## src/uart_host_bus_pkg.sv

```systemverilog
package uart_host_bus_pkg;

  // register locations on the three address inputs
  localparam logic [2:0] ADDR_DATA = 3'h0; // holding regs, or divisor low with latch bit
  localparam logic [2:0] ADDR_IER = 3'h1; // interrupt enable, or divisor high
  localparam logic [2:0] ADDR_ISR = 3'h2; // read: interrupt status, write: queue control
  localparam logic [2:0] ADDR_LCR = 3'h3; // line control
  localparam logic [2:0] ADDR_MCR = 3'h4; // modem control
  localparam logic [2:0] ADDR_LSR = 3'h5; // line status
  localparam logic [2:0] ADDR_MSR = 3'h6; // modem status
  localparam logic [2:0] ADDR_SPR = 3'h7; // scratchpad

  // field positions
  localparam int LCR_DLAB = 7; // divisor latch access
  localparam int MCR_PRESCALE = 7; // 1 selects divide by 4
  localparam int QC_ENABLE = 0; // queues enabled
  localparam int QC_RX_CLR = 1; // clear receive queue
  localparam int QC_TX_CLR = 2; // clear transmit queue
  localparam int QC_DMA = 3; // legacy dma bit, no function
  localparam int QC_TX_TRIG = 4; // two bits
  localparam int QC_RX_TRIG = 6; // two bits
  localparam int IER_RX = 0; // receive interrupt enable
  localparam int IER_TX = 1; // transmit interrupt enable

  // reset values
  localparam logic [7:0] DLL_RST = 8'h01;
  localparam logic [7:0] DLM_RST = 8'h00;
  localparam logic [7:0] REG_RST = 8'h00;

  // status codes
  localparam logic [3:0] ISR_NONE = 4'h1;
  localparam logic [3:0] ISR_TX = 4'h2;
  localparam logic [3:0] ISR_RX = 4'h4;

  // queue geometry
  localparam int QDEPTH = 16;
  localparam int QPTR_W = 4;
  localparam int QCNT_W = 5;

  // prescaler and sampling
  localparam logic [1:0] PRESCALE_LAST = 2'h3; // divide by 4
  localparam logic [3:0] OVERSAMPLE_LAST = 4'hF; // 16 samples per bit

  // reset pin pulse width
  localparam int RESET_MIN_NS = 40;
  localparam int CLK_PERIOD_NS = 5;
  localparam int RESET_MIN_CYC = (RESET_MIN_NS + CLK_PERIOD_NS - 1) / CLK_PERIOD_NS;

  // host pins, sampled together
  typedef struct packed {
    logic cs_n;
    logic read_strobe_n;
    logic write_strobe_n;
    logic rw;
    logic bus_style;
    logic reset_pin;
    logic bus_isolate_request;
    logic [2:0] addr;
    logic [7:0] data;
  } host_pins_s;

endpackage

```

## src/uart_host_bus_port.sv

```systemverilog
module uart_host_bus_port #(
  parameter logic [7:0] DEVICE_ID = 8'h5A, // arbitrary value
  parameter logic [7:0] DEVICE_REV = 8'h03 // arbitrary value
) (
  input wire logic ref_clk_i,
  input wire logic rstn_i,
  input wire uart_host_bus_pkg::host_pins_s pins_i, // raw host pins
  output logic [7:0] data_o, // host data out
  output logic data_oe_o, // high while driving host data
  output logic int_o, // interrupt pin, polarity by style
  output logic [7:0] tx_data_o, // byte to serialiser
  output logic tx_valid_o,
  input wire logic tx_ready_i,
  input wire logic [7:0] rx_data_i, // byte from deserialiser
  input wire logic rx_valid_i, // one-cycle pulse
  output logic baud_tick_o, // 16x sampling pulse
  output logic bit_tick_o // one pulse per bit time
);
  import uart_host_bus_pkg::*;

  // three-stage pin sampling
  host_pins_s s1_q, s2_q, s3_q, pin_q;
  wire host_pins_s agree = ~(s2_q ^ s3_q); // bits whose last two samples agree
  wire host_pins_s pin_d = (s2_q & agree) | (pin_q & ~agree);

  always_ff @(posedge ref_clk_i or negedge rstn_i) begin
    if (!rstn_i) begin
      s1_q <= '1;
      s2_q <= '1;
      s3_q <= '1;
      pin_q <= '1;
    end else begin
      s1_q <= pins_i;
      s2_q <= s1_q;
      s3_q <= s2_q;
      pin_q <= pin_d;
    end
  end

  // bus decode on clean pins
  wire logic iso = pin_q.bus_isolate_request;
  wire logic sel = ~pin_q.cs_n & ~iso;
  wire logic rd_act = pin_q.bus_style ? sel & ~pin_q.read_strobe_n : sel & pin_q.rw;
  wire logic wr_act = pin_q.bus_style ? sel & ~pin_q.write_strobe_n : sel & ~pin_q.rw;
  wire logic soft_rst = pin_q.bus_style ? pin_q.reset_pin : ~pin_q.reset_pin;

  logic rd_q, wr_q; // previous cycle activity
  logic [2:0] waddr_q; // address held over the write
  logic [7:0] wdata_q; // data held over the write
  logic [2:0] raddr_q; // address held over the read
  wire logic wr_fall = wr_q & ~wr_act;
  wire logic rd_fall = rd_q & ~rd_act;

  // capture address and data while the cycle is open
  always_ff @(posedge ref_clk_i or negedge rstn_i) begin
    if (!rstn_i) begin
      rd_q <= 1'b0;
      wr_q <= 1'b0;
      waddr_q <= 3'h0;
      wdata_q <= 8'h00;
      raddr_q <= 3'h0;
    end else begin
      rd_q <= rd_act;
      wr_q <= wr_act;
      if (wr_act) begin
        waddr_q <= pin_q.addr;
        wdata_q <= pin_q.data;
      end
      if (rd_act) begin
        raddr_q <= pin_q.addr;
      end
    end
  end

  // software registers
  logic [7:0] dll_q, dlm_q, ier_q, qc_q, lcr_q, mcr_q, spr_q;
  logic ovr_q; // overrun, cleared by status read
  wire logic dlab = lcr_q[LCR_DLAB];
  wire logic wr_dll = wr_fall & (waddr_q == ADDR_DATA) & dlab;
  wire logic wr_thr = wr_fall & (waddr_q == ADDR_DATA) & ~dlab;
  wire logic wr_qc = wr_fall & (waddr_q == ADDR_ISR);
  wire logic rd_rhr = rd_fall & (raddr_q == ADDR_DATA) & ~dlab;
  wire logic rd_lsr = rd_fall & (raddr_q == ADDR_LSR);
  wire logic q_on = qc_q[QC_ENABLE];

  // queue storage and counters
  logic [7:0] txq_q [QDEPTH];
  logic [7:0] rxq_q [QDEPTH];
  logic [QPTR_W-1:0] tx_wp_q, tx_rp_q, rx_wp_q, rx_rp_q;
  logic [QCNT_W-1:0] tx_cnt_q, rx_cnt_q;
  wire logic [QCNT_W-1:0] q_cap = q_on ? QCNT_W'(QDEPTH) : QCNT_W'(1);
  wire logic tx_push = wr_thr & (tx_cnt_q < q_cap);
  wire logic tx_pop = (tx_cnt_q != '0) & (~tx_valid_o | tx_ready_i);
  wire logic rx_push = rx_valid_i & (rx_cnt_q < q_cap);
  wire logic rx_pop = rd_rhr & (rx_cnt_q != '0);
  wire logic tx_clr = soft_rst | (wr_qc & (wdata_q[QC_TX_CLR] | (wdata_q[QC_ENABLE] != q_on)));
  wire logic rx_clr = soft_rst | (wr_qc & (wdata_q[QC_RX_CLR] | (wdata_q[QC_ENABLE] != q_on)));

  // register writes on trailing edge, defaults on either reset
  always_ff @(posedge ref_clk_i or negedge rstn_i) begin
    if (!rstn_i) begin
      dll_q <= DLL_RST;
      dlm_q <= DLM_RST;
      ier_q <= REG_RST;
      qc_q <= REG_RST;
      lcr_q <= REG_RST;
      mcr_q <= REG_RST;
      spr_q <= REG_RST;
      ovr_q <= 1'b0;
    end else if (soft_rst) begin
      dll_q <= DLL_RST;
      dlm_q <= DLM_RST;
      ier_q <= REG_RST;
      qc_q <= REG_RST;
      lcr_q <= REG_RST;
      mcr_q <= REG_RST;
      spr_q <= REG_RST;
      ovr_q <= 1'b0;
    end else begin
      if (wr_dll) dll_q <= wdata_q;
      if (wr_fall & (waddr_q == ADDR_IER) & dlab) dlm_q <= wdata_q;
      if (wr_fall & (waddr_q == ADDR_IER) & ~dlab) ier_q <= wdata_q;
      // clear bits self-clear; dma bit stored but never read by logic
      if (wr_qc) qc_q <= wdata_q & ~(8'h01 << QC_RX_CLR) & ~(8'h01 << QC_TX_CLR);
      if (wr_fall & (waddr_q == ADDR_LCR)) lcr_q <= wdata_q;
      if (wr_fall & (waddr_q == ADDR_MCR)) mcr_q <= wdata_q;
      if (wr_fall & (waddr_q == ADDR_SPR)) spr_q <= wdata_q;
      // a byte lost in the clearing cycle flags only if the queue was full
      if (rx_valid_i & ~rx_push) ovr_q <= 1'b1;
      else if (rd_lsr) ovr_q <= 1'b0;
    end
  end

  // queue pointers and counts
  always_ff @(posedge ref_clk_i or negedge rstn_i) begin
    if (!rstn_i) begin
      tx_wp_q <= '0;
      tx_rp_q <= '0;
      tx_cnt_q <= '0;
      rx_wp_q <= '0;
      rx_rp_q <= '0;
      rx_cnt_q <= '0;
    end else begin
      if (tx_clr) begin
        tx_wp_q <= '0;
        tx_rp_q <= '0;
        tx_cnt_q <= '0;
      end else begin
        tx_wp_q <= tx_wp_q + QPTR_W'(tx_push);
        tx_rp_q <= tx_rp_q + QPTR_W'(tx_pop);
        tx_cnt_q <= tx_cnt_q + QCNT_W'(tx_push) - QCNT_W'(tx_pop);
      end
      if (rx_clr) begin
        rx_wp_q <= '0;
        rx_rp_q <= '0;
        rx_cnt_q <= '0;
      end else begin
        rx_wp_q <= rx_wp_q + QPTR_W'(rx_push);
        rx_rp_q <= rx_rp_q + QPTR_W'(rx_pop);
        rx_cnt_q <= rx_cnt_q + QCNT_W'(rx_push) - QCNT_W'(rx_pop);
      end
    end
  end

  // queue storage, no reset needed
  always_ff @(posedge ref_clk_i) begin
    if (tx_push) txq_q[tx_wp_q] <= wdata_q;
    if (rx_push) rxq_q[rx_wp_q] <= rx_data_i;
  end

  // byte handed to the serialiser
  always_ff @(posedge ref_clk_i or negedge rstn_i) begin
    if (!rstn_i) begin
      tx_valid_o <= 1'b0;
      tx_data_o <= 8'h00;
    end else if (soft_rst | tx_clr) begin
      tx_valid_o <= 1'b0;
    end else if (tx_pop) begin
      tx_valid_o <= 1'b1;
      tx_data_o <= txq_q[tx_rp_q];
    end else if (tx_ready_i) begin
      tx_valid_o <= 1'b0;
    end
  end

  // trigger level decode, only the top step differs per direction
  function automatic logic [QCNT_W-1:0] trig_level(input logic [1:0] sel2, input logic [QCNT_W-1:0] top);
    unique case (sel2)
      2'h0: trig_level = QCNT_W'(1);
      2'h1: trig_level = QCNT_W'(4);
      2'h2: trig_level = QCNT_W'(8);
      2'h3: trig_level = top;
    endcase
  endfunction

  // interrupt conditions
  wire logic [QCNT_W-1:0] tx_lvl = trig_level(qc_q[QC_TX_TRIG +: 2], QCNT_W'(12)); // tx trigger count
  wire logic [QCNT_W-1:0] rx_lvl = trig_level(qc_q[QC_RX_TRIG +: 2], QCNT_W'(14)); // rx trigger count
  wire logic tx_cond = q_on ? (tx_cnt_q < tx_lvl) : (tx_cnt_q == '0);
  wire logic rx_cond = q_on ? (rx_cnt_q >= rx_lvl) : (rx_cnt_q != '0);
  wire logic irq_rx = ier_q[IER_RX] & rx_cond;
  wire logic irq_tx = ier_q[IER_TX] & tx_cond;
  wire logic irq_lvl = irq_rx | irq_tx;
  wire logic int_d = pin_q.bus_style ? irq_lvl : ~irq_lvl;

  // read data selection
  wire logic div_zero = (dll_q == 8'h00) & (dlm_q == 8'h00);
  wire logic [3:0] isr_code = irq_rx ? ISR_RX : (irq_tx ? ISR_TX : ISR_NONE);
  wire logic [7:0] isr_val = {q_on, q_on, 2'h0, isr_code};
  wire logic [7:0] lsr_val = {1'b0, (tx_cnt_q == '0) & ~tx_valid_o, tx_cnt_q == '0, 3'h0, ovr_q, rx_cnt_q != '0};
  wire logic [7:0] rhr_val = (rx_cnt_q != '0) ? rxq_q[rx_rp_q] : 8'h00;
  wire logic [7:0] dll_val = div_zero ? DEVICE_REV : dll_q;
  wire logic [7:0] dlm_val = div_zero ? DEVICE_ID : dlm_q;
  logic [7:0] rd_mux;

  always_comb begin
    unique case (pin_q.addr)
      ADDR_DATA: rd_mux = dlab ? dll_val : rhr_val;
      ADDR_IER: rd_mux = dlab ? dlm_val : ier_q;
      ADDR_ISR: rd_mux = isr_val;
      ADDR_LCR: rd_mux = lcr_q;
      ADDR_MCR: rd_mux = mcr_q;
      ADDR_LSR: rd_mux = lsr_val;
      ADDR_MSR: rd_mux = 8'h00;
      ADDR_SPR: rd_mux = spr_q;
    endcase
  end

  // host data drive and interrupt pin
  always_ff @(posedge ref_clk_i or negedge rstn_i) begin
    if (!rstn_i) begin
      data_o <= 8'h00;
      data_oe_o <= 1'b0;
      int_o <= 1'b0;
    end else begin
      data_oe_o <= rd_act;
      if (rd_act) data_o <= rd_mux;
      int_o <= int_d;
    end
  end

  // prescaler then divisor, gives the 16x sample tick
  logic [1:0] pre_q;
  logic [15:0] div_q;
  logic [3:0] os_q;
  wire logic pre_tick = ~mcr_q[MCR_PRESCALE] | (pre_q == PRESCALE_LAST);
  wire logic [15:0] divisor = {dlm_q, dll_q};
  wire logic div_hit = pre_tick & ((div_q + 16'h0001) >= divisor);

  always_ff @(posedge ref_clk_i or negedge rstn_i) begin
    if (!rstn_i) begin
      pre_q <= 2'h0;
      div_q <= 16'h0000;
      os_q <= 4'h0;
      baud_tick_o <= 1'b0;
      bit_tick_o <= 1'b0;
    end else begin
      pre_q <= pre_tick ? 2'h0 : pre_q + 2'h1;
      if (pre_tick) div_q <= div_hit ? 16'h0000 : div_q + 16'h0001;
      if (div_hit) os_q <= os_q + 4'h1;
      baud_tick_o <= div_hit;
      bit_tick_o <= div_hit & (os_q == OVERSAMPLE_LAST);
    end
  end

  // checks
  property p_id_read;
    @(posedge ref_clk_i) disable iff (!rstn_i)
    rd_act & (pin_q.addr == ADDR_IER) & dlab & div_zero |=> data_o == DEVICE_ID;
  endproperty
  a_id_read: assert property (p_id_read) else $error("identity not read");
  property p_rev_read;
    @(posedge ref_clk_i) disable iff (!rstn_i)
    rd_act & (pin_q.addr == ADDR_DATA) & dlab & div_zero |=> data_o == DEVICE_REV;
  endproperty
  a_rev_read: assert property (p_rev_read) else $error("revision not read");
  property p_isolate;
    @(posedge ref_clk_i) disable iff (!rstn_i)
    iso[*2] |-> !data_oe_o && !wr_fall;
  endproperty
  a_isolate: assert property (p_isolate) else $error("bus active while isolated");
  property p_queue_bound;
    @(posedge ref_clk_i) disable iff (!rstn_i)
    tx_cnt_q <= QCNT_W'(QDEPTH) && rx_cnt_q <= QCNT_W'(QDEPTH);
  endproperty
  a_queue_bound: assert property (p_queue_bound) else $error("queue overfilled");
  property p_tx_int;
    @(posedge ref_clk_i) disable iff (!rstn_i)
    !q_on && ier_q == 8'h02 && tx_cnt_q == '0 |=> int_o == $past(pin_q.bus_style);
  endproperty
  a_tx_int: assert property (p_tx_int) else $error("tx interrupt level wrong");
  property p_soft_reset;
    @(posedge ref_clk_i) disable iff (!rstn_i)
    soft_rst |=> tx_cnt_q == '0 && lcr_q == REG_RST && dll_q == DLL_RST;
  endproperty
  a_soft_reset: assert property (p_soft_reset) else $error("reset pin not honoured");
  property p_spr_write;
    @(posedge ref_clk_i) disable iff (!rstn_i)
    wr_fall & (waddr_q == ADDR_SPR) & ~soft_rst |=> spr_q == $past(wdata_q);
  endproperty
  a_spr_write: assert property (p_spr_write) else $error("trailing edge write lost");
  property p_dir_read_no_write;
    @(posedge ref_clk_i) disable iff (!rstn_i)
    !pin_q.bus_style & pin_q.rw |-> !wr_act;
  endproperty
  a_dir_read_no_write: assert property (p_dir_read_no_write) else $error("write decoded on read");
  property p_fast_baud;
    @(posedge ref_clk_i) disable iff (!rstn_i)
    (divisor == 16'h0001 && !mcr_q[MCR_PRESCALE])[*3] |-> baud_tick_o;
  endproperty
  a_fast_baud: assert property (p_fast_baud) else $error("sample tick missing");

endmodule

```

## config.mk

```make
export PLATFORM = sky130hd
export DESIGN_NAME = uart_host_bus_port
export DESIGN_NICKNAME = d
export VERILOG_FILES = /design/src/uart_host_bus_pkg.sv /design/src/uart_host_bus_port.sv
export SDC_FILE = /design/constraint.sdc
export NUM_CORES = 1
export LEC_CHECK = 0
export ABC_AREA = 1
export ABC_CLOCK_PERIOD_IN_PS = 3950
export BUFFER_PORTS_ARGS = -buffer_cell sky130_fd_sc_hd__buf_2
export CORE_ASPECT_RATIO = 1.25
export CORE_MARGIN = 10
export CORE_UTILIZATION = 50
export DETAILED_ROUTE_END_ITERATION = 10
export PLACE_DENSITY_LB_ADDON = 0.2
export SYNTH_ARGS = -nofsm -noshare
export SYNTH_HDL_FRONTEND = slang
export SYNTH_SLANG_ARGS = --single-unit
export TNS_END_PERCENT = 20
```

## constraint.sdc

```tcl
create_clock -name ref_clk_i -period 3.95 [get_ports ref_clk_i]
set_input_delay 0.1975 -clock ref_clk_i [delete_from_list [all_inputs] [get_ports ref_clk_i]]
set_output_delay 0.1975 -clock ref_clk_i [all_outputs]
set_load 0.01 [all_outputs]
```

# --- Word level (Yosys, flattened, before mapping) ---
# Memory sizes are Yosys's and may differ from the RTL's. A register that Yosys moved wholly into a read port is not among the register bits.
# Index checks and enable logic that the tools add are counted.
word_totals:
  register_bits: 205
  latchBits: 0
  ram_bits: 256
  rom_bits: 0
  inputBits: 30
  out_inout_bits: 21
  word_cells: 234
  mem_count: 2
memory_table:
  columns: ["memory", "words", "width", "read_ports", "rd_clocked_by_memory_dff", "wr", "line_no", "source"]
  rows:
  - ["rxq_q", 16, 8, 1, 0, 1, "uart_host_bus_port.sv:88", "logic [7:0] rxq_q [QDEPTH];"]
  - ["txq_q", 16, 8, 1, 1, 1, "uart_host_bus_port.sv:87", "logic [7:0] txq_q [QDEPTH];"]
op_classes:
  add_sub_neg: 11
  mul: 0
  div_mod_pow: 0
  magnitude_cmp: 5
  n_eq_ne: 22
  shifts: 0
  mux: 49
  bitwise_logic: 61
  reduce_logical: 21
ops:
  columns: ["cell", "n"]
  rows:
  - ["$mux W8", 19]
  - ["$pmux W8 S8", 1]
  - ["$pmux W5 S4", 2]
  - ["$and A18 B18 Y18", 2]
  - ["$not A18 Y18", 2]
  - ["$and A1 B1 Y1", 33]
  - ["$eq A3 B3 Y1 const B", 7]
  - ["$or A18 B18 Y18", 1]
  - ["$xor A18 B18 Y18", 1]
  - ["$add A16 B1 Y16 const B", 1]
  - ["$add A4 B1 Y4", 4]
  - ["$ge A16 B16 Y1", 1]
  - ["$logic_not A8 Y1", 2]
  - ["$mux W1", 16]
  - ["$mux W16", 1]
  - ["$mux W4", 4]
  - ["$lt A5 B5 Y1", 3]
  - ["$mux W5", 3]
  - ["$not A1 Y1", 14]
  - ["$reduce_bool A2 Y1", 7]
  - ["$eq A3 B2 Y1 const B", 4]
  - ["$add A5 B1 Y5", 2]
  - ["$eq A2 B2 Y1 const B", 5]
  - ["$reduce_bool A5 Y1", 2]
  - ["17 further kinds", 32]

# --- Longest topological paths before layout ---
# Gate-level depths: netlist (run 1).
depth:
  word_depth: 12
  depth_mapped: 18
  mapped_depth_nobuf: 18

# --- Worst setup path after synthesis (run 1) ---
# OpenSTA, ideal clock, no wires.
synth_path:
  path_kind: "register to register"
  start: "reg qc_q[0]"
  end: "reg tx_cnt_q[4]"
  setup_time_ns: 0.118
  arrival_ns: 2.713
  setup_slack_ns: 1.118
  path_stages_with_launch: 14
  n_path_buf: 0
  period_less_slack_ns: 2.832
  path_cell_list: "dfrtp_1 inv_1 ha_1 a211oi_1 nand2_1 ha_1 inv_1 ha_1 fa_1 a21oi_1 nor2_1 nor2_1 xor2_1 nor2_1"
synth_between:
  elab_chain_len: 6
  word_cells_on_any_way: 10
synth_rtl:
  columns: ["item", "line_no", "source"]
  rows:
  - ["start, declared", "uart_host_bus_port.sv:76", "logic [7:0] dll_q, dlm_q, ier_q, qc_q, lcr_q, mcr_q, spr_q;"]
  - ["start signal, assigned", "uart_host_bus_port.sv:124", "if (wr_qc) qc_q <= wdata_q & ~(8'h01 << QC_RX_CLR) & ~(8'h01 << QC_TX_CLR);"]
  - ["$mux W5", "uart_host_bus_port.sv:91", "wire logic [QCNT_W-1:0] q_cap = q_on ? QCNT_W'(QDEPTH) : QCNT_W'(1);"]
  - ["$lt A5 B5 Y1", "uart_host_bus_port.sv:92", "wire logic tx_push = wr_thr & (tx_cnt_q < q_cap);"]
  - ["$and A1 B1 Y1", "uart_host_bus_port.sv:92", null]
  - ["$add A5 B1 Y5", "uart_host_bus_port.sv:151", "tx_cnt_q <= tx_cnt_q + QCNT_W'(tx_push) - QCNT_W'(tx_pop);"]
  - ["$sub A5 B1 Y5", "uart_host_bus_port.sv:151", null]
  - ["$mux W5 *", "uart_host_bus_port.sv:144", "if (tx_clr) begin"]
  - ["end signal, assigned", "uart_host_bus_port.sv:151", null]
  - ["end, declared", "uart_host_bus_port.sv:90", "logic [QCNT_W-1:0] tx_cnt_q, rx_cnt_q;"]
# Every way passes the cells marked *; elsewhere a longest branch is shown, timed or not.
# A chain may end at the register's enable or synchronous reset.

# --- Final worst setup path (run 1) ---
# Ends and elaborated chain as after synthesis.

==> impl_metrics.env, run 1 <==
export IMPL_htree_levels=2
export IMPL_power_static_leakage_nw=9.30
export IMPL_layout_commonest_cell="nand2_1"
export IMPL_synth_flop_cell="edfxtp_1"
export IMPL_pwr_density_cell_mw_per_mm2=615
export IMPL_syn_nets=1980
export IMPL_postSynth_asyncResetShare_pct=45.1
export IMPL_finalHoldWorstSlack_ns=0.0368
export IMPL_netlist_instances=1897
export IMPL_dp_worst_setup_slack_ns=0.755
export IMPL_initial_utilization_pct=50.9
export IMPL_cts_inserted_buffers=45
export IMPL_route_vias_total=13200
export IMPL_timing_final_max_slew_violations=0
export IMPL_routed_wirelength_um=44600
export IMPL_finalPower_mw=13.8
export IMPL_synth_yosys_seq_area_share_pct=65.1
export IMPL_worst_skew_pair_late_latency_ns=0.55
export IMPL_syn_cell_area_mm2=0.0200
export IMPL_area_of_the_die_mm2=0.0485
export IMPL_count_of_warnings_emitted_by_yosys=0
export IMPL_min_from="tx_ready_i"
export IMPL_worst_r2r_path_depth=13
export IMPL_port_buffers=50
export IMPL_final_cells=2497
export IMPL_timing_fmax_mhz=313
export IMPL_grt_setup_unrepaired="no"
export IMPL_syn_area_per_cell_um2=10.6
export IMPL_tritoncts="yes"
export IMPL_outcome="complete, no violations"
export IMPL_chip_height_um=244
export IMPL_ios=51
export IMPL_start_kind="flop"
export IMPL_core_rowCount=81
export IMPL_mostFrequentLayoutCells="405 x nand2_1, 256 x edfxtp_1, 250 x nor2_1"
export IMPL_hp_class="in -> reg"
export IMPL_die_width_um=199
export IMPL_drc_errors=0
export IMPL_vias_in_the_first_global_route=13400
export IMPL_number_of_antenna_violations_at_the_first_check_in_global_routing=0
export IMPL_areaGrowthSynthToFinish_pct=12.2
export IMPL_antenna_left=0
export IMPL_grt_use_met3_pct=2.54
export IMPL_hpwlAfterDp_um=29500
export IMPL_r2r_start="qc_q[0]"
export IMPL_worst_r2r_setup_slack_ns=0.75
export IMPL_top_usage_layer="met2"
export IMPL_worst_ep_required_time_ns=4.38
export IMPL_whs_endpoint="tx_valid_o"
export IMPL_grt_overflow=0
export IMPL_wire_length_of_the_first_global_routing_pass_um=72000
export IMPL_clock_root_buffer="clkbuf_16"
export IMPL_vdd_ir_drop_worst_v=0.000355
export IMPL_critical_path_max_fanout=7
export IMPL_critPathKind="reg -> reg"
export IMPL_setup_slack_ns=0.752
export IMPL_grtUsageMet2_pct=32.8
export IMPL_post_route_period_util_pct=81.0
export IMPL_final_min_clock_period_ns=3.20
export IMPL_gr_usage_met1_pct=23.0
export IMPL_finalSetupViolations=0
export IMPL_detail_route_first_pass_iterations=5
export IMPL_clock_sink_count=466
export IMPL_overall_global_routing_usage_pct=18.7
export IMPL_drtIter0Drc=857
export IMPL_largest_net_degree_at_the_start_of_global_routing=92
export IMPL_crit_arrival_ns=3.62
export IMPL_yosysUniqueCellTypes=48
export IMPL_synth_edff_count=256
export IMPL_longest_clk_path_bufs=3
export IMPL_skew_ns=0.0157
export IMPL_postSynthRegisterBits=466
export IMPL_clk_pin_slew_ns=0.06
export IMPL_setup_worst_path_end_class="flop"
export IMPL_viasPerCell=5.30
export IMPL_timing_worst_slew_pin_value_ns=0.941
export IMPL_floorplan_core_area_mm2=0.0393
export IMPL_post_route_cells_drive_above_1_share_pct=11.7
export IMPL_drv_max_cap_violation_count=0
export IMPL_timing_rr_end="tx_cnt_q[4]"
export IMPL_cts_resized=0
export IMPL_detail_route_wl_per_cell_um=17.9
export IMPL_worst_slew_margin_rel_pct=37.2
export IMPL_nNetsFinal=2045
export IMPL_n_antenna_cell=0
export IMPL_routability_cong=0.929
export IMPL_timing_hold_violations_final=0
export IMPL_place_detailed_instances=2393
export IMPL_whs_path_depth=4
export IMPL_tns_ns=0
## cell families (layout without fill, tap and decap cells)
kind of cell             after synthesis  count (layout)  share of synthesized area (%)
multiplexers                           1               1                         0.0562
adder cells (fa/ha/maj)               71              71                           4.28
buffers and inverters                247             349                           4.92
AO/OA/AOI/OAI                        284             284                           7.93
AND/OR/NAND/NOR                      799             799                           16.5
flip-flops                           466             466                           65.1
XOR/XNOR                              29              29                           1.31
## cell usage after synthesis (16+ instances only)
cell type | n | share of area [%]
nand3_1 | 100 | 2.5
inv_1 | 176 | 3.3
dfstp_2 | 73 | 9.6
nand2_1 | 405 | 7.6
o21ai_1 | 16 | 0.40
edfxtp_1 | 256 | 38
ha_1 | 51 | 3.2
o211ai_1 | 40 | 1.5
clkbuf_1 | 37 | 0.69
a21oi_1 | 50 | 1.2
o21ai_0 | 166 | 4.1
dfrtp_1 | 137 | 17
maj3_1 | 18 | 0.90
nor2_1 | 250 | 4.7
## stage by stage
stage | cell area [µm²] | utilization (%)
2_1_floorplan | 20000 | -
3_3_place_gp | 20700 | 52.7
3_5_place_dp | 20700 | 52.7
4_1_cts | 22500 | 57.2
5_1_grt | 22500 | 57.2
6_report | 22500 | 57.2
## worst max-delay path, cell delays in order (launching register included)
cell	delay, ns
dfrtp_1	0.44
inv_1	0.21
ha_1	0.27
a211oi_1	0.50
nand2_1	0.15
ha_1	0.31
inv_1	0.04
ha_1	0.19
fa_1	0.41
a21oi_1	0.16
nor2_1	0.05
nor2_1	0.11
xor2_1	0.17
nor2_1	0.06
## flip-flops by register name, indices dropped and copies added, names as in the netlist, 16 cells and up, named ones only
register,count
s2_q,18
s1_q,18
txq_q,128
s3_q,18
rxq_q,128
div_q,16
## what timing repair did
| item | in CTS | in global routing |
|---|---|---|
| endpoints found under the hold margin | 107 | 0 |
| hold buffers | 20 | 0 |
| buffers inserted | 0 | 0 |
## final cells by class
type / instances / area, µm²
clock inverter: 12 / 139
multi-input combinational: 1184 / 6020
sequential: 466 / 13000
timing repair buffer: 81 / 568
tap: 498 / 623
inverter: 184 / 698
clock buffer: 72 / 1400
fill: 3312 / 16800
## metal layers
layer	routed length, µm	vias to the layer above
met5	0	-
met4	1290	0
met3	1840	77
met2	23200	298
met1	18300	6407
li1	-	6450
## how the worst max path moves through the flow
stage | startpoint | end | depth (start not counted)
2_1_floorplan | qc_q[0] | tx_cnt_q[4] | 13
3_3_place_gp | qc_q[0] | tx_cnt_q[4] | 13
3_5_place_dp | div_q[0] | div_q[14] | 14
4_1_cts | div_q[0] | div_q[6] | 14
5_1_grt | div_q[0] | div_q[3] | 14
6_report | qc_q[0] | tx_cnt_q[4] | 13
## power breakdown
part / internal, mW / leakage (nW) / total (mW) / switching (mW)
combinational: 1.04 / 3.65 / 3.14 / 2.09
clock: 2.63 / 0.761 / 4.40 / 1.76
sequential: 5.79 / 4.89 / 6.29 / 0.505
total: 9.47 / 9.30 / 13.8 / 4.36
Note: power is estimated with default switching activity, not from simulation.
==> run 2, diff against run 1 <==
--- a/config.mk
+++ b/config.mk
@@ -6,7 +6,7 @@
 export NUM_CORES = 1
 export LEC_CHECK = 0
 export ABC_AREA = 1
-export ABC_CLOCK_PERIOD_IN_PS = 3950
+export ABC_CLOCK_PERIOD_IN_PS = 2650
 export BUFFER_PORTS_ARGS = -buffer_cell sky130_fd_sc_hd__buf_2
 export CORE_ASPECT_RATIO = 1.25
 export CORE_MARGIN = 10
==> constraint.sdc (replaced) <==
create_clock -name ref_clk_i -period 2.65 [get_ports ref_clk_i]
set_input_delay 0.1325 -clock ref_clk_i [delete_from_list [all_inputs] [get_ports ref_clk_i]]
set_output_delay 0.1325 -clock ref_clk_i [all_outputs]
set_load 0.01 [all_outputs]
==> run 2 against run 1 <==
Compared with the run above:
- die area did not move
- global-route usage rose by 0.77 points
- sequential power rose by 45%
- final cell count rose by 4.9%
- combinational power rose by 86%
- routed wire length rose by 4.5%
- via count rose by 5.7%
- first-iteration DRC count rose by 3.7%
- critical endpoint unchanged
- largest cell class unchanged
==> impl_metrics.env, run 2 (synthesis gave the netlist of run 1 again) <==
export IMPL_intPower_mw=14.7
export IMPL_worst_path_buf_inv=2
export IMPL_htree_levels=2
export IMPL_power_static_leakage_nw=9.97
export IMPL_wire_length_of_the_first_global_routing_pass_um=74800
export IMPL_outcome="complete, no violations"
export IMPL_vdd_ir_drop_worst_v=0.000666
export IMPL_finalSetupViolations=0
export IMPL_critPathKind="reg -> reg"
export IMPL_grt_setup_unrepaired="yes"
export IMPL_cts_inserted_buffers=47
export IMPL_initial_utilization_pct=50.9
export IMPL_drc_errors=0
export IMPL_layout_commonest_cell="nand2_1"
export IMPL_timing_fmax_mhz=384
export IMPL_number_of_antenna_violations_at_the_first_check_in_global_routing=0
export IMPL_port_buffers=50
export IMPL_p_clk_share_pct=31.1
export IMPL_timing_rr_end="tx_cnt_q[4]"
export IMPL_clk_pin_slew_ns=0.06
export IMPL_antenna_left=0
export IMPL_route_vias_total=14000
export IMPL_core_rowCount=81
export IMPL_power_switching_share_pct=32.0
export IMPL_final_min_clock_period_ns=2.61
export IMPL_area_of_the_die_mm2=0.0485
export IMPL_share_seq_of_total_power_pct=42.0
export IMPL_finalPower_mw=21.7
export IMPL_critical_path_max_stage_delay_ns=0.54
export IMPL_mostFrequentLayoutCells="395 x nand2_1, 256 x edfxtp_1, 245 x nor2_1"
export IMPL_n_antenna_cell=0
export IMPL_die_width_um=199
export IMPL_layout_top_registers="rxq_q: 128 flops, txq_q: 128 flops"
export IMPL_timing_worst_slew_pin_value_ns=0.728
export IMPL_whs_path_depth=1
export IMPL_critical_path_max_fanout=3
export IMPL_timing_final_max_slew_violations=0
export IMPL_longest_clk_path_bufs=3
export IMPL_nNetsFinal=2167
export IMPL_vias_in_the_first_global_route=14100
export IMPL_tns_ns=0
export IMPL_areaGrowthSynthToFinish_pct=18.9
export IMPL_routed_wirelength_um=46600
export IMPL_pwr_density_cell_mw_per_mm2=909
export IMPL_detail_route_wl_per_cell_um=17.8
export IMPL_crit_slowest_cell="dfstp_2"
export IMPL_share_comb_of_total_power_pct=26.9
export IMPL_ios=51
export IMPL_routability_cong=0.927
export IMPL_cp_cell_sequence="buf_6, nand2_2, nand3_4, nand2_4, nor3_4, nand2_2, ha_4, inv_2, ha_4, fa_2, a21oi_2, nor2_1, nor2_1, xor2_1, nor2_1"
export IMPL_viasPerCell=5.34
export IMPL_chip_height_um=244
export IMPL_clock_sink_count=466
export IMPL_cp_common_cell="nor2_1"
export IMPL_largest_net_degree_at_the_start_of_global_routing=88
export IMPL_hp_class="in -> reg"
export IMPL_p_switching_mw=6.92
export IMPL_critical_path_cell_count=15
export IMPL_hpwlAfterDp_um=30900
export IMPL_drv_max_cap_violation_count=0
export IMPL_floorplan_core_area_mm2=0.0393
export IMPL_clock_root_buffer="clkbuf_16"
export IMPL_skew_ns=0.0109
export IMPL_worst_skew_pair_late_latency_ns=0.56
export IMPL_overall_global_routing_usage_pct=19.4
export IMPL_tritoncts="yes"
export IMPL_start_kind="flop"
export IMPL_grt_overflow=0
export IMPL_timing_hold_violations_final=0
export IMPL_crit_arrival_ns=3.04
export IMPL_worst_ep_required_time_ns=3.09
export IMPL_setup_worst_path_end_class="flop"
export IMPL_worst_r2r_setup_slack_ns=0.04
export IMPL_worst_r2r_path_depth=15
export IMPL_post_route_period_util_pct=98.3
export IMPL_endpoint="tx_cnt_q[4]"
export IMPL_detail_route_first_pass_iterations=5
export IMPL_post_route_cells_drive_above_1_share_pct=19.7
export IMPL_postLayoutCoreUtil_pct=60.6
export IMPL_worst_slew_margin_rel_pct=51.3
export IMPL_critical_path_top_delay_family="adder cells"
export IMPL_drtIter0Drc=889
-- run 2: worst min-delay path by stage --
stage / from / endpoint / slack (ns)
floorplan: rstn_i / baud_tick_o / -0.16
global placement: rstn_i / tx_data_o[2] / 0.15
detailed placement: rstn_i / tx_data_o[2] / 0.16
finish: rx_data_i[0] / rxq_q[0][0] / 0.03
global route: rx_data_i[0] / rxq_q[10][0] / 0.02
CTS: rx_data_i[5] / rxq_q[5][5] / 0.004
-- run 2: cell type report --
class	count	area (µm²)
inverter	184	698
clock buffer	67	1470
tap	498	623
multi-input combinational	1184	6330
fill	3200	15500
sequential	466	13000
timing repair buffer	201	1530
clock inverter	20	146
-- run 2: power groups by stage --
| stage | clock network, mW | logic (mW) | registers, mW |
|---|---|---|---|
| after floorplan | 0 | 3.36 | 9.25 |
| after global placement | 0 | 5.32 | 9.18 |
| after detailed placement | 0 | 5.48 | 9.20 |
| after CTS | 6.89 | 5.56 | 9.07 |
| after global routing | 7.18 | 6.57 | 9.17 |
| final | 6.73 | 5.83 | 9.10 |
-- run 2: timing repair --
item                                   in CTS  in global routing
hold buffers                               26                  0
setup endpoints to repair                  23                 24
setup buffers                               2                 15
pin swaps                                  10                 31
resized for setup                          28                 64
endpoints found under the hold margin     145                  0
-- run 2: per-layer routing --
layer / part of all wire (%) / global-route usage (%) / vias to the layer above
li1: - / - / 6701
met3: 4.2 / 2.62 / 89
met1: 42 / 24.2 / 6882
met5: 0 / 0 / -
met4: 3.1 / 7.31 / 0
met2: 51 / 33.5 / 311
-- run 2: metrics by stage --
| stage | cell area (µm²) | cells | worst slack, ns | hold WS (ns) |
|---|---|---|---|---|
| after global routing | 23800 | 2620 | -0.224 | 0.0204 |
| final | 23800 | 2620 | 0.0449 | 0.0257 |
| after global placement | 21500 | 2490 | -0.0873 | 0.154 |
| after detailed placement | 21500 | 2490 | -0.173 | 0.163 |
| after floorplan | 20100 | 1897 | 0.0159 | -0.163 |
| after CTS | 23400 | 2605 | -0.0405 | 0.00358 |
==> run 3, diff against run 2 <==
--- a/config.mk
+++ b/config.mk
@@ -9,8 +9,9 @@
 export ABC_CLOCK_PERIOD_IN_PS = 2650
 export BUFFER_PORTS_ARGS = -buffer_cell sky130_fd_sc_hd__buf_2
 export CORE_ASPECT_RATIO = 1.25
-export CORE_MARGIN = 10
+export CORE_MARGIN = 2
 export CORE_UTILIZATION = 50
+export CTS_BUF_LIST = sky130_fd_sc_hd__clkbuf_16
 export DETAILED_ROUTE_END_ITERATION = 10
 export PLACE_DENSITY_LB_ADDON = 0.2
 export SYNTH_ARGS = -nofsm -noshare
==> run 3 against run 2 <==
Compared with the run above:
- the flow now finishes with violations (negative setup slack)
- sequential share of layout area increased by 1.1 points
- register-to-register slack got worse by 0.08 ns
- utilization decreased by 1.9 points
- via count decreased by 1.2%
- clock skew up 0.0083 ns
- final cell count decreased by 0.50%
- combinational power decreased by 3%
- setup slack got worse by 0.084 ns
- critical path depth grew 2
- global-route usage increased by 3.4 points
- sequential power about the same
- critical path type unchanged
- critical endpoint is now rx_cnt_q[4]
- largest power group unchanged
==> impl_metrics.env, run 3 (synthesis gave the netlist of run 1 again) <==
export IMPL_finalSetupViolations=2
export IMPL_nNetsFinal=2148
export IMPL_route_vias_total=13800
export IMPL_mostFrequentLayoutCells="402 x nand2_1, 256 x edfxtp_1, 247 x nor2_1"
export IMPL_vias_in_the_first_global_route=14000
export IMPL_wire_length_of_the_first_global_routing_pass_um=74500
export IMPL_layout_top_registers="rxq_q: 128 flops, txq_q: 128 flops"
export IMPL_cp_common_cell="nor2_1"
export IMPL_setup_slack_ns=-0.0394
export IMPL_vdd_ir_drop_worst_v=0.000549
export IMPL_die_width_um=183
export IMPL_areaGrowthSynthToFinish_pct=16.7
export IMPL_clock_sink_count=466
export IMPL_port_buffers=50
export IMPL_area_of_the_die_mm2=0.0417
export IMPL_final_cells=2607
export IMPL_cp_cell_sequence="inv_1, buf_4, ha_1, nand3_1, nand2_1, nand3_1, ha_1, inv_1, ha_1, fa_1, inv_1, nor2_1, nor2_1, nor2_1, nor2_1, xor2_1, nor2_1"
export IMPL_worst_slew_margin_rel_pct=48.7
export IMPL_cts_inserted_buffers=46
export IMPL_timing_fmax_mhz=372
export IMPL_tns_ns=-0.0429
export IMPL_drtIter0Drc=842
export IMPL_critPathKind="reg -> reg"
export IMPL_worst_skew_pair_late_latency_ns=0.56
export IMPL_floorplan_core_area_mm2=0.0398
export IMPL_start_kind="flop"
export IMPL_htree_levels=2
export IMPL_post_route_period_util_pct=101
export IMPL_overall_global_routing_usage_pct=22.8
export IMPL_grt_setup_unrepaired="yes"
export IMPL_skew_ns=0.0193
export IMPL_tritoncts="yes"
export IMPL_antenna_left=0
export IMPL_routed_wirelength_um=46400
export IMPL_timing_hold_violations_final=0
export IMPL_post_route_cells_drive_above_1_share_pct=16.9
export IMPL_layout_commonest_cell="nand2_1"
export IMPL_grt_overflow=0
export IMPL_critical_path_max_fanout=3
export IMPL_hp_class="in -> reg"
export IMPL_pwr_density_cell_mw_per_mm2=892
export IMPL_routability_cong=0.867
export IMPL_hpwlAfterDp_um=31100
export IMPL_worst_ep_required_time_ns=3.08
export IMPL_place_detailed_instances=2492
export IMPL_core_rowCount=82
export IMPL_clock_root_buffer="clkbuf_16"
export IMPL_number_of_antenna_violations_at_the_first_check_in_global_routing=0
export IMPL_failed_checks="negative setup slack"
export IMPL_crit_slowest_cell="fa_1"
export IMPL_crit_arrival_ns=3.12
export IMPL_dp_worst_setup_slack_ns=-0.141
export IMPL_chip_height_um=228
export IMPL_initial_utilization_pct=50.3
export IMPL_clk_pin_slew_ns=0.06
export IMPL_drc_errors=0
export IMPL_outcome="finished, violations left"
export IMPL_longest_clk_path_bufs=3
export IMPL_timing_final_max_slew_violations=0
export IMPL_timing_worst_slew_pin_value_ns=0.766
export IMPL_critical_path_max_stage_delay_ns=0.39
export IMPL_detail_route_wl_per_cell_um=17.8
export IMPL_viasPerCell=5.30
export IMPL_detail_route_first_pass_iterations=5
export IMPL_ios=51
export IMPL_final_min_clock_period_ns=2.69
export IMPL_power_static_leakage_nw=9.86
export IMPL_largest_net_degree_at_the_start_of_global_routing=77
export IMPL_setup_worst_path_end_class="flop"
export IMPL_drv_max_cap_violation_count=0
run 3: changes by cell type in the layout (fill, tap and decap cells not counted), moves of 6 or more:
cell	before	now
inv_1	166	190
buf_4	114	97
clkbuf_1	8	0
clkbuf_16	56	48
inv_2	13	5
clkinv_1	5	12
nand2_1	395	402
buf_6	8	2
nand2_2	12	6
run 3: worst max-delay path, delay by kind of cell (launching register included):
| kind | cells | cell delay, ns |
|---|---|---|
| flip-flops | 1 | 0.38 |
| AND/OR/NAND/NOR | 8 | 0.66 |
| adder cells (fa/ha/maj) | 4 | 1.02 |
| buffers and inverters | 4 | 0.31 |
| XOR/XNOR | 1 | 0.18 |
run 3: final cells by class:
cell class                      count  area, µm²
Antenna cell                        1       2.50
Clock buffer                       48       1200
Clock inverter                     37        208
Fill cell                        3370      16400
Inverter                          184        698
Multi-Input combinational cell   1184       6180
Sequential cell                   466      13000
Tap cell                          504        631
Timing Repair Buffer              183       1410
run 3: repair_timing:
item / CTS / global route
resized for setup: 19 / 31
hold endpoints to repair: 262 / 0
hold buffers: 28 / 0
endpoints found under the setup margin: 22 / 25
setup buffers: 0 / 1
pin swaps: 3 / 11
run 3: metrics by stage:
step	hold slack [ns]	util [%]	power, mW	area [µm²]
floorplan	-0.163	-	12.6	20100
global placement	0.128	54.0	14.6	21500
detailed placement	0.133	54.0	14.8	21500
CTS	0.00854	58.4	21.0	23200
global route	0.0249	58.7	22.1	23400
finish	0.0408	58.7	20.9	23400
run 3: per-layer routing:
metal  vias up  global-route usage, %  share of wire (%)
li1       6664                      -                  -
met1      6730                   28.9                 42
met2       311                   39.7                 51
met3       108                   3.32                4.1
met4         0                   8.67                3.5
met5         -                      0                  0
run 3: final timing paths:
path                         startpoint  cells past startpoint  slack (ns)           end
max                         rx_cnt_q[2]                     17       -0.04   rx_cnt_q[4]
min in group asynchronous        rstn_i                      2        0.15    wdata_q[4]
min                        rx_data_i[6]                      1        0.04  rxq_q[11][6]
max reg2reg                 rx_cnt_q[2]                     17       -0.04   rx_cnt_q[4]
max in group asynchronous        rstn_i                      3        1.65      s1_q[16]
min reg2reg                     s1_q[4]                      0        0.35       s2_q[4]
run 3: power by group:
group	internal, mW	switching (mW)
registers	8.63	0.452
clock network	3.46	2.68
logic	1.95	3.69
total	14.0	6.82
